`src/hw/acc_pkg.sv`:
```
// Purpose: Constants and types for the analog comparator control block
// Assumes: APB slave, 32-bit data, 25 MHz pclk
// Notes:   Control byte in low 8 bits of word 0x0
package acc_pkg;
  localparam logic [11:0] ACC_CSR_OFF    = 12'h000;
  localparam logic [11:0] ACC_IRQ_OFF    = 12'h004;
  localparam logic [11:0] ACC_MASK_OFF   = 12'h008;
  localparam int          ACC_EN_BIT     = 7;
  localparam int          ACC_REFSEL_BIT = 6;
  localparam int          ACC_FLAG_BIT   = 5;
  localparam int          ACC_IE_BIT     = 4;
  localparam int          ACC_OUT_BIT    = 3;
  localparam int          ACC_OPE_BIT    = 2;
  localparam logic [7:0]  ACC_CSR_RESET  = 8'h00;
  localparam logic [7:0]  ACC_CSR_WMASK  = 8'hD7;
  localparam logic [1:0]  ACC_STS_RESET  = 2'h0;
  localparam logic [1:0]  ACC_MSK_RESET  = 2'h0;

  typedef enum logic [1:0] {
    ACC_EDGE_FALL0 = 2'b00,
    ACC_EDGE_RISE  = 2'b01,
    ACC_EDGE_FALL2 = 2'b10,
    ACC_EDGE_BOTH  = 2'b11
  } acc_edge_t;

  // Status bits: [0] compare event, [1] output rise seen
  typedef struct packed {
    logic       enable;
    logic       ref_sel;
    logic       flag;
    logic       ie;
    logic       out_val;
    logic       ope;
    acc_edge_t  edge_sel;
  } acc_csr_t;
endpackage

```
`src/hw/acc_top.sv`:
```
// Purpose: APB control and status logic around an analog comparator
// Assumes: comparator output asynchronous, analog core outside
// Notes:   Zero wait-state APB slave; pslverr on unmapped address
`timescale 1ns/100ps
module acc_top (
  input  wire logic        pclk,
  input  wire logic        presetn,
  input  wire logic        psel,
  input  wire logic        penable,
  input  wire logic        pwrite,
  input  wire logic [11:0] paddr,
  input  wire logic [31:0] pwdata,
  output logic             pready,
  output logic [31:0]      prdata,
  output logic             pslverr,
  input  wire logic        comparator_raw_out,
  input  wire logic        retained_stop_mode,
  output logic             comparator_enable,
  output logic             reference_input_select,
  output logic             inverting_from_negative_pin,
  output logic             comparator_out_pin,
  output logic             comparator_out_pin_oe,
  output logic             compare_irq,
  output logic             wakeup_request,
  output logic             irq
);
  // ----------------------------------------
  // Bus decode
  // ----------------------------------------
  wire         acc_wr     = psel & penable & pwrite;
  wire         acc_rd     = psel & ~penable & ~pwrite;
  wire         hit_csr    = (paddr == acc_pkg::ACC_CSR_OFF);
  wire         hit_irq    = (paddr == acc_pkg::ACC_IRQ_OFF);
  wire         hit_mask   = (paddr == acc_pkg::ACC_MASK_OFF);
  wire         mapped     = hit_csr | hit_irq | hit_mask;

  acc_pkg::acc_csr_t csr_reg;
  logic [1:0]        sts_reg;
  logic [1:0]        msk_reg;
  logic              sync1_reg;
  logic              sync2_reg;
  logic              prev_reg;
  logic [31:0]       prdata_next;

  // Synchroniser output gated to zero while disabled
  wire         cmp_en     = csr_reg[acc_pkg::ACC_EN_BIT];
  wire         cmp_live   = sync2_reg & cmp_en;
  wire         rise       = cmp_live & ~prev_reg;
  wire         fall       = ~cmp_live & prev_reg;
  wire [1:0]   edge_sel   = csr_reg.edge_sel;
  wire         sel_rise   = (edge_sel == acc_pkg::ACC_EDGE_RISE) |
                            (edge_sel == acc_pkg::ACC_EDGE_BOTH);
  wire         sel_fall   = (edge_sel != acc_pkg::ACC_EDGE_RISE);
  wire         event_hit  = cmp_en & ((rise & sel_rise) | (fall & sel_fall));
  wire         clr_flag   = acc_wr & hit_csr & pwdata[acc_pkg::ACC_FLAG_BIT];
  wire         flag_next  = event_hit | (csr_reg[acc_pkg::ACC_FLAG_BIT] & ~clr_flag);
  wire [1:0]   sts_set    = {rise, event_hit};
  wire [1:0]   sts_clr    = (acc_wr & hit_irq) ? pwdata[1:0] : 2'h0;
  wire [1:0]   sts_next   = sts_set | (sts_reg & ~sts_clr);
  wire [7:0]   csr_wval   = (pwdata[7:0] & acc_pkg::ACC_CSR_WMASK) |
                            (csr_reg & ~acc_pkg::ACC_CSR_WMASK);
  wire [7:0]   csr_view   = {csr_reg.enable, csr_reg.ref_sel, csr_reg.flag, csr_reg.ie,
                            cmp_live, csr_reg.ope, csr_reg.edge_sel};
  wire         irq_req    = flag_next & csr_reg[acc_pkg::ACC_IE_BIT];

  assign prdata_next = hit_csr  ? {24'h000000, csr_view} :
                       hit_irq  ? {30'h0, sts_reg} :
                       hit_mask ? {30'h0, msk_reg} : 32'h00000000;

  // ----------------------------------------
  // Comparator sampling
  // ----------------------------------------
  // Raw output is asynchronous; only second flop is read
  always_ff @(posedge pclk or negedge presetn) begin
    if (!presetn) begin
      sync1_reg <= 1'b0;
      sync2_reg <= 1'b0;
      prev_reg  <= 1'b0;
    end else begin
      sync1_reg <= comparator_raw_out;
      sync2_reg <= sync1_reg;
      prev_reg  <= cmp_live;
    end
  end

  // ----------------------------------------
  // Registers
  // ----------------------------------------
  // Stop mode only gates wakeup_request: logic keeps comparing; reset exit clears all
  always_ff @(posedge pclk or negedge presetn) begin
    if (!presetn) begin
      csr_reg <= acc_pkg::ACC_CSR_RESET;
      sts_reg <= acc_pkg::ACC_STS_RESET;
      msk_reg <= acc_pkg::ACC_MSK_RESET;
    end else begin
      if (acc_wr && hit_csr) begin
        csr_reg <= csr_wval;
      end
      csr_reg[acc_pkg::ACC_FLAG_BIT] <= flag_next;
      csr_reg[acc_pkg::ACC_OUT_BIT]  <= 1'b0;
      sts_reg <= sts_next;
      if (acc_wr && hit_mask) begin
        msk_reg <= pwdata[1:0];
      end
    end
  end

  // ----------------------------------------
  // Registered outputs
  // ----------------------------------------
  always_ff @(posedge pclk or negedge presetn) begin
    if (!presetn) begin
      pready                      <= 1'b0;
      prdata                      <= 32'h00000000;
      pslverr                     <= 1'b0;
      comparator_enable           <= 1'b0;
      reference_input_select      <= 1'b0;
      inverting_from_negative_pin <= 1'b0;
      comparator_out_pin          <= 1'b0;
      comparator_out_pin_oe       <= 1'b0;
      compare_irq                 <= 1'b0;
      wakeup_request              <= 1'b0;
      irq                         <= 1'b0;
    end else begin
      pready                      <= psel & ~penable;
      pslverr                     <= psel & ~penable & ~mapped;
      prdata                      <= acc_rd ? prdata_next : 32'h00000000;
      comparator_enable           <= acc_wr & hit_csr ? csr_wval[acc_pkg::ACC_EN_BIT]
                                                      : cmp_en;
      reference_input_select      <= acc_wr & hit_csr ? csr_wval[acc_pkg::ACC_REFSEL_BIT]
                                     : csr_reg[acc_pkg::ACC_REFSEL_BIT];
      inverting_from_negative_pin <= 1'b1;
      comparator_out_pin          <= cmp_live;
      comparator_out_pin_oe       <= cmp_en & csr_reg[acc_pkg::ACC_OPE_BIT];
      compare_irq                 <= irq_req;
      wakeup_request              <= irq_req & retained_stop_mode;
      irq                         <= |(sts_next & msk_reg);
    end
  end

  // ----------------------------------------
  // Assertions
  // ----------------------------------------
  property p_irq_follows;
    @(posedge pclk) disable iff (!presetn)
      (csr_reg[acc_pkg::ACC_FLAG_BIT] && csr_reg[acc_pkg::ACC_IE_BIT] && !clr_flag)
      |=> compare_irq;
  endproperty
  a_irq_follows: assert property (p_irq_follows) else $error("irq missing");

  property p_irq_masked;
    @(posedge pclk) disable iff (!presetn)
      !csr_reg[acc_pkg::ACC_IE_BIT] && !(acc_wr && hit_csr) |=> !compare_irq;
  endproperty
  a_irq_masked: assert property (p_irq_masked) else $error("irq not masked");

  property p_flag_clear;
    @(posedge pclk) disable iff (!presetn)
      clr_flag && !event_hit |=> !csr_reg[acc_pkg::ACC_FLAG_BIT];
  endproperty
  a_flag_clear: assert property (p_flag_clear) else $error("flag not cleared");

  property p_flag_hold;
    @(posedge pclk) disable iff (!presetn)
      csr_reg[acc_pkg::ACC_FLAG_BIT] && !clr_flag |=> csr_reg[acc_pkg::ACC_FLAG_BIT];
  endproperty
  a_flag_hold: assert property (p_flag_hold) else $error("flag lost");

  property p_event_sets;
    @(posedge pclk) disable iff (!presetn)
      event_hit |=> csr_reg[acc_pkg::ACC_FLAG_BIT];
  endproperty
  a_event_sets: assert property (p_event_sets) else $error("event lost");

  property p_rise_only;
    @(posedge pclk) disable iff (!presetn)
      (edge_sel == acc_pkg::ACC_EDGE_RISE) && fall |-> !event_hit;
  endproperty
  a_rise_only: assert property (p_rise_only) else $error("fall in rise mode");

  property p_disabled_zero;
    @(posedge pclk) disable iff (!presetn)
      !cmp_en |-> (csr_view[acc_pkg::ACC_OUT_BIT] == 1'b0);
  endproperty
  a_disabled_zero: assert property (p_disabled_zero) else $error("output bit set");

  property p_sync_delay;
    @(posedge pclk) disable iff (!presetn)
      cmp_en && $stable(cmp_en) ##0 $rose(sync1_reg) |=> sync2_reg;
  endproperty
  a_sync_delay: assert property (p_sync_delay) else $error("sync lag wrong");

  property p_pin_oe;
    @(posedge pclk) disable iff (!presetn)
      !csr_reg[acc_pkg::ACC_OPE_BIT] |=> !comparator_out_pin_oe;
  endproperty
  a_pin_oe: assert property (p_pin_oe) else $error("pin driven");

  // Sampled presetn as antecedent keeps the release edge out of these checks
  property p_enable_out;
    @(posedge pclk) disable iff (!presetn)
      acc_wr && hit_csr |=> comparator_enable == $past(pwdata[acc_pkg::ACC_EN_BIT]);
  endproperty
  a_enable_out: assert property (p_enable_out) else $error("enable pin wrong");

  property p_refsel_out;
    @(posedge pclk) disable iff (!presetn)
      acc_wr && hit_csr |=> reference_input_select == $past(pwdata[acc_pkg::ACC_REFSEL_BIT]);
  endproperty
  a_refsel_out: assert property (p_refsel_out) else $error("reference select wrong");

  property p_neg_pin;
    @(posedge pclk) disable iff (!presetn)
      presetn |=> inverting_from_negative_pin;
  endproperty
  a_neg_pin: assert property (p_neg_pin) else $error("negative pin not routed");

  property p_no_disabled_event;
    @(posedge pclk) disable iff (!presetn)
      !cmp_en |-> !event_hit;
  endproperty
  a_no_disabled_event: assert property (p_no_disabled_event) else $error("event while off");

  property p_no_steady_event;
    @(posedge pclk) disable iff (!presetn)
      cmp_live == prev_reg |-> !event_hit;
  endproperty
  a_no_steady_event: assert property (p_no_steady_event) else $error("event without edge");

  property p_irq_quiet;
    @(posedge pclk) disable iff (!presetn)
      !csr_reg[acc_pkg::ACC_FLAG_BIT] && !event_hit |=> !compare_irq;
  endproperty
  a_irq_quiet: assert property (p_irq_quiet) else $error("irq without flag");

  property p_live_read;
    @(posedge pclk) disable iff (!presetn)
      acc_rd && hit_csr |=> prdata[acc_pkg::ACC_OUT_BIT] == $past(cmp_live);
  endproperty
  a_live_read: assert property (p_live_read) else $error("output bit read wrong");

  property p_out_bit_zero;
    @(posedge pclk) disable iff (!presetn)
      presetn |=> !csr_reg[acc_pkg::ACC_OUT_BIT];
  endproperty
  a_out_bit_zero: assert property (p_out_bit_zero) else $error("stored output bit set");

  property p_pin_drive;
    @(posedge pclk) disable iff (!presetn)
      cmp_en && csr_reg[acc_pkg::ACC_OPE_BIT] |=> comparator_out_pin_oe;
  endproperty
  a_pin_drive: assert property (p_pin_drive) else $error("pin not driven");

  property p_pin_value;
    @(posedge pclk) disable iff (!presetn)
      presetn |=> comparator_out_pin == $past(cmp_live);
  endproperty
  a_pin_value: assert property (p_pin_value) else $error("pin value wrong");

  property p_rise_mode;
    @(posedge pclk) disable iff (!presetn)
      ((edge_sel == acc_pkg::ACC_EDGE_RISE) || (edge_sel == acc_pkg::ACC_EDGE_BOTH))
      && cmp_en && rise |-> event_hit;
  endproperty
  a_rise_mode: assert property (p_rise_mode) else $error("rise not flagged");

  property p_fall_mode;
    @(posedge pclk) disable iff (!presetn)
      ((edge_sel == acc_pkg::ACC_EDGE_FALL0) || (edge_sel == acc_pkg::ACC_EDGE_FALL2) ||
       (edge_sel == acc_pkg::ACC_EDGE_BOTH)) && cmp_en && fall |-> event_hit;
  endproperty
  a_fall_mode: assert property (p_fall_mode) else $error("fall not flagged");

  property p_raw_polarity;
    @(posedge pclk) disable iff (!presetn)
      presetn |=> sync1_reg == $past(comparator_raw_out);
  endproperty
  a_raw_polarity: assert property (p_raw_polarity) else $error("output inverted");

  property p_wake_set;
    @(posedge pclk) disable iff (!presetn)
      irq_req && retained_stop_mode |=> wakeup_request;
  endproperty
  a_wake_set: assert property (p_wake_set) else $error("wakeup missing");

  property p_wake_off;
    @(posedge pclk) disable iff (!presetn)
      !retained_stop_mode |=> !wakeup_request;
  endproperty
  a_wake_off: assert property (p_wake_off) else $error("wakeup outside stop");
endmodule

```
`config.mk`:
```
export PLATFORM = sky130hd
export DESIGN_NAME = acc_top
export DESIGN_NICKNAME = d
export VERILOG_FILES = /design/src/hw/acc_pkg.sv /design/src/hw/acc_top.sv
export SDC_FILE = /design/constraint.sdc
export NUM_CORES = 1
export LEC_CHECK = 0
export ABC_CLOCK_PERIOD_IN_PS = 3300
export BUFFER_PORTS_ARGS = -buffer_cell sky130_fd_sc_hd__buf_2
export CORE_MARGIN = 5
export CORE_UTILIZATION = 40
export CTS_CLUSTER_SIZE = 14
export DETAILED_ROUTE_END_ITERATION = 12
export PLACE_DENSITY = 0.76
export SLEW_MARGIN = 25
export SYNTH_ARGS = -nofsm -noshare
export SYNTH_HDL_FRONTEND = slang
export SYNTH_SLANG_ARGS = --single-unit
```
`constraint.sdc`:
```
create_clock -name pclk -period 3.3 [get_ports pclk]
set_clock_uncertainty 0.2 [all_clocks]
set_input_delay 0.33 -clock pclk [delete_from_list [all_inputs] [get_ports pclk]]
set_output_delay 0.33 -clock pclk [all_outputs]
set_load 0.02 [all_outputs]
```
== Word-level counts from Yosys, hierarchy flattened ==
Cells that the tools add are included.
Word-level totals
  bits of input ports: 51
  output and inout port bits: 42
  bits in registers: 31
Cells by class
  bitwise operators: 34
  eq/ne operators: 5
  reduce and logical (&&, ||, !) cells: 4
  muxes and demuxes: 7
Operator list (number)
  $and 1x1->1: 18
  $mux 8: 2
  $eq 12x3->1 const B: 1
  $eq 12x4->1 const B: 1
  $logic_not 12->1: 1
  $or 8x6->8: 1
  $mux 2: 3
  $not 1->1: 6
  $or 1x1->1: 5
  $and 2x2->2: 2
  $eq 2x1->1 const B: 1
  $eq 2x2->1 const B: 1
  $logic_and 1x1->1: 2
  $mux 1: 2
  $ne 2x1->1 const B: 1
  $not 2->2: 1
  $or 2x2->2: 1
  $reduce_or 2->1: 1

== Longest topological paths before layout ==
Gate-level depths: netlist (run 1).
  depth after elaboration: 9
  depth in mapped cells: 5
  depth with buffers taken out: 4

== Worst setup path after synthesis (run 1) ==
No wires, ideal clock.
  kind: input port to flip-flop
  from: input port paddr[7]
  to: register msk_reg[0]
  data arrival time: 1.474 ns
  data required time: 2.972 ns
  setup time: 0.128 ns
  path slack: 1.498 ns
  buffers on the path: 0
  cell stages on the path: 4
  path through: nor4_4 nand3_4 nor4b_4 mux2_1
Between the ends
  longest elaborated chain between the ends: 2
Ends and longest elaborated chain
  from (decl): line acc_top.sv:11  | input wire logic [11:0] paddr,
  $eq 12x4->1: line acc_top.sv:34  | wire hit_mask = (paddr == acc_pkg::ACC_MASK_OFF);
  $logic_and 1x1->1: line acc_top.sv:102  | if (acc_wr && hit_mask) begin
  to (signal assigned): line acc_top.sv:94  | msk_reg <= acc_pkg::ACC_MSK_RESET;
  to (signal assigned): line acc_top.sv:103  | msk_reg <= pwdata[1:0];
  to (decl): line acc_top.sv:39  | logic [1:0] msk_reg;
No other way between the ends.
A chain may end at the register's enable or synchronous reset.

== Final worst setup path (run 1) ==
  from: input port paddr[7]
  to: register msk_reg[1]
The elaborated chain is that of the path after synthesis.

==> results of run 1 <==
## stage by stage
| step | instances | util (%) |
|---|---|---|
| after floorplan | 147 | - |
| after global placement | 213 | 45.4 |
| after detailed placement | 213 | 45.4 |
| after CTS | 223 | 48.2 |
| after global routing | 223 | 48.2 |
| final | 223 | 48.2 |
## how the worst min path moves through the flow
stage,end,slack (ns)
finish,wakeup_request,0.07
global route,csr_reg[4],0.08
CTS,wakeup_request,0.06
detailed placement,sync2_reg,0.14
global placement,sync2_reg,0.14
floorplan,cmp_en,-0.17
## layout make-up
type	instances	area share [%]
Sequential cell	31	44.6
Multi-Input combinational cell	89	33.3
Timing Repair Buffer	45	13.5
Clock buffer	7	4.39
Tap cell	48	3.46
Inverter	2	0.432
Clock inverter	1	0.288
## kinds of logic (layout without fill, tap and decap cells)
family,Yosys count,in the layout
AND/OR/NAND/NOR,46,46
other,2,25
buffers and inverters,27,55
AO/OA/AOI/OAI,8,8
flip-flops,31,31
multiplexers,10,10
## tightest hold or removal path: stages
cell and delay, ns:
buf_2 0.10, nand2_1 0.05, nor2_1 0.03
## layer usage
layer / part of all wire [%] / up-vias / track usage, % / routed length [µm]
li1: - / 473 / - / -
met1: 35 / 464 / 12.1 / 970
met5: 0 / - / 0 / 0
met3: 11 / 5 / 5.32 / 305
met4: 0.94 / 0 / 4.47 / 26
met2: 53 / 43 / 20.0 / 1470
## placed cells by master, fill, tap and decap left out, types with 2 or more instances in the layout
cell	instances
buf_2	43
dfrtp_1	31
conb_1	25
and2_1	8
nor2_1	6
nand3_1	6
mux2_2	6
nand2_1	5
clkbuf_8	5
nor2b_1	4
nand2b_1	3
a21oi_1	3
nand4_1	3
inv_1	2
nor4_4	2
mux2i_1	2
nor4_1	2
nor3_1	2
o21ai_0	2
mux2_1	2
clkbuf_1	2
dlygate4sd3_1	2
## power groups by stage
stage / combinational (mW) / sequential [mW] / clock, mW
finish: 0.0872 / 0.394 / 0.276
global route: 0.0962 / 0.395 / 0.301
CTS: 0.0877 / 0.394 / 0.285
detailed placement: 0.0854 / 0.401 / 0
global placement: 0.0839 / 0.401 / 0
floorplan: 0.0718 / 0.403 / 0
==> flow_summary.ini, run 1 <==
[routing]
routed_wl_um = 2770
dr.pass1.iters = 4
wl_per_cell_um = 12.4
vias_per_cell = 4.42
first_iter_violations = 78
num_vias = 985
drc_errors = 0
final_antenna_net_count = 0

[place]
place.gp.congestion = 0.768
hpwl_um = 2140
io_buffers = 43
postPlaceCellArea_um2 = 1640
place_ws_ns = 1.24

[status]
status = completed

[floorplan]
coreArea_um2 = 3610
rows = 22
dieArea_um2 = 4960
io_pins = 93
die_width_um = 70.4
fp.dieH_um = 70.4
start_util_pct = 40.5

[global_route]
antenna_found_initial = 0
grt_pass1_vias = 941
gr-total-overflow = 0
grt.total_usage_pct = 11.6
grt_max_degree = 32
grt_pass1_wl_um = 4390

[sta]
hold_viol = 0
worst_slack_ns = 1.54
setup_viol = 0
worst_hold_slack_ns = 0.0668
worst_slew_pin_slew_ns = 0.654
rsz0062_at_grt = no
tns_ns = 0
slew-limit-headroom_pct = 56.4
final_max_slew_viol_count = 0
timing.final.crit_share_pct = 53.3
min_period_ns = 1.76
fmax_mhz = 568

[hold_path]
hold_path_class = input port to flip-flop
holdCritStartpoint = retained_stop_mode
min_path_cells = 3

[cells_and_area]
regArea_um2 = 776
fin_area_um2 = 1740
n_fill_cell = 341
drive_gt1_share_pct = 34.9
largest_reg_flops = 8
diodes = 0
nets = 225
area_growth_syn_to_layout_pct = 19.0
multiInputGateArea_um2 = 578

[logic_synthesis]
avgSynthCellArea_um2 = 11.8
ys.flop_type = dfrtp_1
synth_edf_count = 0
synth_compound_area_share_pct = 3.68
synthAdderAreaFrac_pct = 0
synth_cell_type_count = 28
synth_top_family_by_area = simple AND/OR/NAND/NOR gates
synthArstFlopShare_pct = 100
ys.warnings.count = 0
yosys-top-cells-count = dfrtp_1, buf_4, and2_1
synth_top_area_share_pct = 53.1
ys_seq_elements = 31
ys_seq_area_share_pct = 53.1
synth-simple-area-share_pct = 21.9
synth_area_leader_cell = dfrtp_1
yosys-mux-area-fraction_pct = 7.54
syn_area_um2 = 1460
yosys.area_share.xor_xnor_pct = 0
synthTopCellsByArea = dfrtp_1, buf_4, mux2_2
synthCells = 124
yosysMostFrequentCell = dfrtp_1

[critical_path]
cp-start-kind = input port
worstPathCellList = buf_2 -> nor4_4 -> nand3_4 -> nor4b_4 -> mux2_1
reg2reg_slack_ns = 1.88
crit_family = simple AND/OR/NAND/NOR gates
cp.buffers_inverters = 1
crit_required_ns = 3.25
cpMaxStageDelayCell = nor4_4
cp.depth = 5
startpoint = paddr[7]
crit_fanout = 8
r2r_start = edge_sel[0]
crit_end = msk_reg[1]
max_stage_delay_ns = 0.38
r2r-end = wakeup_request
r2r_cells = 4
end_kind = flip-flop
worstPathArrival_ns = 1.71
critPathKind = input port to flip-flop

[pwr]
finalPower_mw = 0.757
power_density_nw_per_um2 = 435
p_clk_share_pct = 36.4
netSwitchingFraction_pct = 25.5
leakage_nw = 0.924
combPwrFrac_pct = 11.5
intPower_mw = 0.564
power_switching_mw = 0.193
vdd_drop_max_uv = 147
sequentialPowerShare_pct = 52.1

[run]
cap_violations = 0

[clocking]
clock_path_buffers = 2
cts_hold_buf = 2
cts_tree = yes
cts.sinks = 31
htree_levels = 2
insertion_delay_ns = 0.27
path_clk_slew_ns = 0.06
cts_setup_buffers = 0
cts_inserted_buffers = 5
ctsResizeCount = 0
cts_root_buf = clkbuf_8
(Power assumes the default switching activity.)
==> run 2: changes to the inputs <==
--- a/config.mk
+++ b/config.mk
@@ -5,7 +5,7 @@
 export SDC_FILE = /design/constraint.sdc
 export NUM_CORES = 1
 export LEC_CHECK = 0
-export ABC_CLOCK_PERIOD_IN_PS = 3300
+export ABC_CLOCK_PERIOD_IN_PS = 1700
 export BUFFER_PORTS_ARGS = -buffer_cell sky130_fd_sc_hd__buf_2
 export CORE_MARGIN = 5
 export CORE_UTILIZATION = 40
==> constraint.sdc (replaced) <==
create_clock -name pclk -period 1.7 [get_ports pclk]
set_clock_uncertainty 0.2 [all_clocks]
set_input_delay 0.17 -clock pclk [delete_from_list [all_inputs] [get_ports pclk]]
set_output_delay 0.17 -clock pclk [all_outputs]
set_load 0.02 [all_outputs]
==> flow_summary.ini, run 2 (synthesized netlist as in run 1, its figures left out) <==
[status]
status = completed

[routing]
wl_per_cell_um = 10.9
first_iter_violations = 70
final_antenna_net_count = 0
dr.pass1.iters = 4
drc_errors = 0
routed_wl_um = 2600
vias_per_cell = 4.34
num_vias = 1033

[floorplan]
io_pins = 93
fp.dieH_um = 70.4
die_width_um = 70.4
coreArea_um2 = 3610
dieArea_um2 = 4960
rows = 22
start_util_pct = 40.5

[sta]
slew-limit-headroom_pct = 56.6
final_max_slew_viol_count = 0
fmax_mhz = 666
setup_viol = 0
worst_slack_ns = 0.199
hold_viol = 0
worst_slew_pin_slew_ns = 0.651
timing.final.crit_share_pct = 88.3
tns_ns = 0
min_period_ns = 1.50
rsz0062_at_grt = no

[run]
cap_violations = 0

[critical_path]
r2r_cells = 4
crit_fanout = 3
critPathKind = input port to flip-flop
end_kind = flip-flop
r2r-end = wakeup_request
r2r_start = edge_sel[0]
reg2reg_slack_ns = 0.29
worstPathArrival_ns = 1.46
cp-start-kind = input port
crit_required_ns = 1.66

[place]
hpwl_um = 2000
dpl.cell_count = 220
place_ws_ns = -0.0982
place.gp.congestion = 0.764
io_buffers = 43

[cells_and_area]
drive_gt1_share_pct = 35.8
layout_common_cells = buf_2, dfrtp_1, conb_1, dlygate4sd3_1, and2_1
diodes = 0
finalNonFillerCells = 238
nets = 240
largest_reg_flops = 8
area_growth_syn_to_layout_pct = 28.1
final_common_cell = buf_2

[pwr]
power_density_nw_per_um2 = 793
vdd_drop_max_uv = 248
finalPower_mw = 1.48
leakage_nw = 0.991

[clocking]
clock_path_buffers = 2
insertion_delay_ns = 0.28
cts_tree = yes
path_clk_slew_ns = 0.06
cts_root_buf = clkbuf_8
htree_levels = 2
cts_inserted_buffers = 5
cts_setup_buffers = 0
cts.sinks = 31

[global_route]
grt_pass1_vias = 973
grt_max_degree = 32
grt.total_usage_pct = 10.9
antenna_found_initial = 0
grt_pass1_wl_um = 4250
gr-total-overflow = 0

[hold_path]
min_path_cells = 3
holdPathEnd = pready
holdCritStartpoint = psel
hold_path_class = input port to flip-flop
run 2: cell types whose count changed in the layout (fill, tap and decap cells not counted):
cell,delta
buf_4,+7
dlygate4sd3_1,+8
run 2: critical path, cell delays in order:
cell and delay (ns):
buf_2 0.11, nor4_4 0.39, nand3_4 0.12, nor4b_4 0.32, mux2_1 0.35
run 2: report_power, final:
| group | internal [mW] | switching, mW |
|---|---|---|
| clock | 0.286 | 0.246 |
| sequential | 0.755 | 0.0104 |
| combinational | 0.0687 | 0.118 |
| total | 1.11 | 0.374 |
run 2: area by class of cell:
class / count / area (µm²)
fillers: 326 / 1740
multi-input cells: 89 / 578
repair buffers: 60 / 368
clock buffers: 7 / 76.3
flip-flops and latches: 31 / 776
inverters: 2 / 7.51
clock inverters: 1 / 5.00
well taps: 48 / 60.1
run 2: worst max path at each step:
stage	from	end	cells past startpoint
global placement	paddr[7]	msk_reg[0]	5
global route	paddr[7]	msk_reg[1]	5
floorplan	paddr[7]	msk_reg[0]	4
finish	paddr[11]	msk_reg[0]	5
detailed placement	paddr[7]	msk_reg[0]	5
CTS	paddr[7]	msk_reg[0]	5
run 2: routing by layer:
metal | routed length [µm] | global-route usage (%) | up-vias
met2 | 1260 | 17.8 | 40
met1 | 1010 | 12.0 | 483
met3 | 287 | 5.47 | 6
met4 | 42 | 4.47 | 0
li1 | - | - | 504
met5 | 0 | 0 | -
run 2: metrics by stage:
| stage | area, µm² | hold slack (ns) | util, % |
|---|---|---|---|
| 6_report | 1870 | 0.0360 | 51.9 |
| 3_3_place_gp | 1690 | 0.0353 | 46.8 |
| 2_1_floorplan | 1550 | -0.326 | - |
| 3_5_place_dp | 1690 | 0.0338 | 46.8 |
| 5_1_grt | 1870 | 0.0771 | 51.9 |
| 4_1_cts | 1870 | 0.0354 | 51.9 |
run 2: repair_timing:
action | in CTS | in global routing
endpoints found under the hold margin | 45 | 0
hold buffers | 10 | 0
resized for setup | 0 | 0
==> run 3: changes to the inputs <==
--- a/config.mk
+++ b/config.mk
@@ -11,7 +11,7 @@
 export CORE_UTILIZATION = 40
 export CTS_CLUSTER_SIZE = 14
 export DETAILED_ROUTE_END_ITERATION = 12
-export PLACE_DENSITY = 0.76
+export PLACE_DENSITY = 0.84
 export SLEW_MARGIN = 25
 export SYNTH_ARGS = -nofsm -noshare
 export SYNTH_HDL_FRONTEND = slang
==> flow_summary.ini, run 3 (synthesized netlist as in run 1, its figures left out) <==
[cells_and_area]
drive_gt1_share_pct = 35.3
layout_common_cells = buf_2, dfrtp_1, conb_1, dlygate4sd3_1, and2_1
diodes = 0
n_fill_cell = 345
final_common_cell = buf_2
area_growth_syn_to_layout_pct = 27.0
multiInputGateArea_um2 = 578
largest_reg_flops = 8
nets = 239
regArea_um2 = 776
post-route-util_pct = 51.4

[clocking]
htree_levels = 2
cts_inserted_buffers = 5
cts_hold_buf = 10
clock_path_buffers = 2
cts_tree = yes
ctsResizeCount = 0
cts_root_buf = clkbuf_8
cts_setup_buffers = 0
cts.sinks = 31
path_clk_slew_ns = 0.05
insertion_delay_ns = 0.27

[critical_path]
crit_required_ns = 1.65
r2r_start = edge_sel[0]
end_kind = flip-flop
critPathKind = input port to flip-flop
worstPathCellList = buf_2 -> nor4_4 -> nand3_4 -> nor4b_4 -> mux2_1
cp.buffers_inverters = 1
cpMaxStageDelayCell = nor4_4
crit_family = simple AND/OR/NAND/NOR gates
r2r_cells = 4
crit_fanout = 3
worstPathArrival_ns = 1.45
reg2reg_slack_ns = 0.25
cp-start-kind = input port
max_stage_delay_ns = 0.39
r2r-end = compare_irq

[global_route]
gr-total-overflow = 0
grt_pass1_wl_um = 4480
grt_max_degree = 32
antenna_found_initial = 0
grt.total_usage_pct = 11.5
grt_pass1_vias = 1078

[routing]
wl_per_cell_um = 11.1
wl_met3_um = 254
drt-met1-wl_um = 940
dr.pass1.iters = 4
num_vias = 1026
first_iter_violations = 36
vias_per_cell = 4.37
final_antenna_net_count = 0
drc_errors = 0
wl_met2_um = 1390
routed_wl_um = 2610
routed.top_layer = met4

[hold_path]
holdCritStartpoint = psel
hold_path_class = input port to flip-flop
holdPathEnd = pready
min_path_cells = 3

[place]
place_ws_ns = -0.106
place.gp.congestion = 0.817
io_buffers = 43
hpwl_um = 1980

[sta]
worst_slew_pin_slew_ns = 0.642
final_max_slew_viol_count = 0
rsz0062_at_grt = no
fmax_mhz = 667
slew-limit-headroom_pct = 57.2
worst_slack_ns = 0.201
setup_viol = 0
hold_viol = 0
min_period_ns = 1.50
tns_ns = 0
timing.final.crit_share_pct = 88.2

[floorplan]
fp.dieH_um = 70.4
rows = 22
coreArea_um2 = 3610
die_width_um = 70.4
dieArea_um2 = 4960
start_util_pct = 40.5
io_pins = 93

[status]
status = completed

[pwr]
leakage_nw = 0.981
vdd_drop_max_uv = 363
power_density_nw_per_um2 = 782

[run]
cap_violations = 0
[run 3: changes by cell type in the layout (fill, tap and decap cells not counted)]
cell,before,now
clkbuf_1,2,1
buf_4,7,6
clkinv_2,1,0
[run 3: worst max-delay path by stage]
stage                   start    endpoint  slack, ns  cells after the start
CTS                  paddr[7]  msk_reg[1]       0.19                      5
global placement     paddr[7]  msk_reg[0]      -0.09                      5
floorplan            paddr[7]  msk_reg[0]       0.06                      4
detailed placement   paddr[7]  msk_reg[1]      -0.11                      5
global route        paddr[11]  msk_reg[0]       0.12                      5
finish               paddr[7]  msk_reg[1]       0.20                      5
[run 3: final cells by class]
cell class	instances	area share (%)
inverters	2	0.405
clock buffers	6	3.91
multi-input cells	89	31.2
flip-flops and latches	31	41.8
well taps	48	3.24
repair buffers	59	19.4
[run 3: worst reg2reg max path, cell delays in order, from the launching register on]
cell,delay [ns]
dfrtp_1,0.39
nor2b_1,0.14
o22ai_1,0.13
a221oi_2,0.38
nor2b_1,0.08
[run 3: per-stage QoR]
step,std cells,total power [mW],hold WS [ns],instance area (µm²)
finish,235,1.45,0.0143,1850
global route,235,1.51,0.0383,1850
CTS,235,1.47,0.00688,1850
detailed placement,219,0.948,0.0320,1680
global placement,219,0.944,0.0282,1680
floorplan,147,0.921,-0.326,1550
[run 3: routing by layer]
| metal | track usage [%] | up-vias |
|---|---|---|
| met2 | 20.4 | 47 |
| met5 | 0 | - |
| met4 | 5.32 | 0 |
| met1 | 11.2 | 473 |
| met3 | 5.47 | 4 |
| li1 | - | 502 |
[run 3: report_power, final]
part	switching, mW	internal [mW]	total (mW)
registers	0.00997	0.755	0.765
clock network	0.225	0.272	0.497
logic	0.119	0.0687	0.187
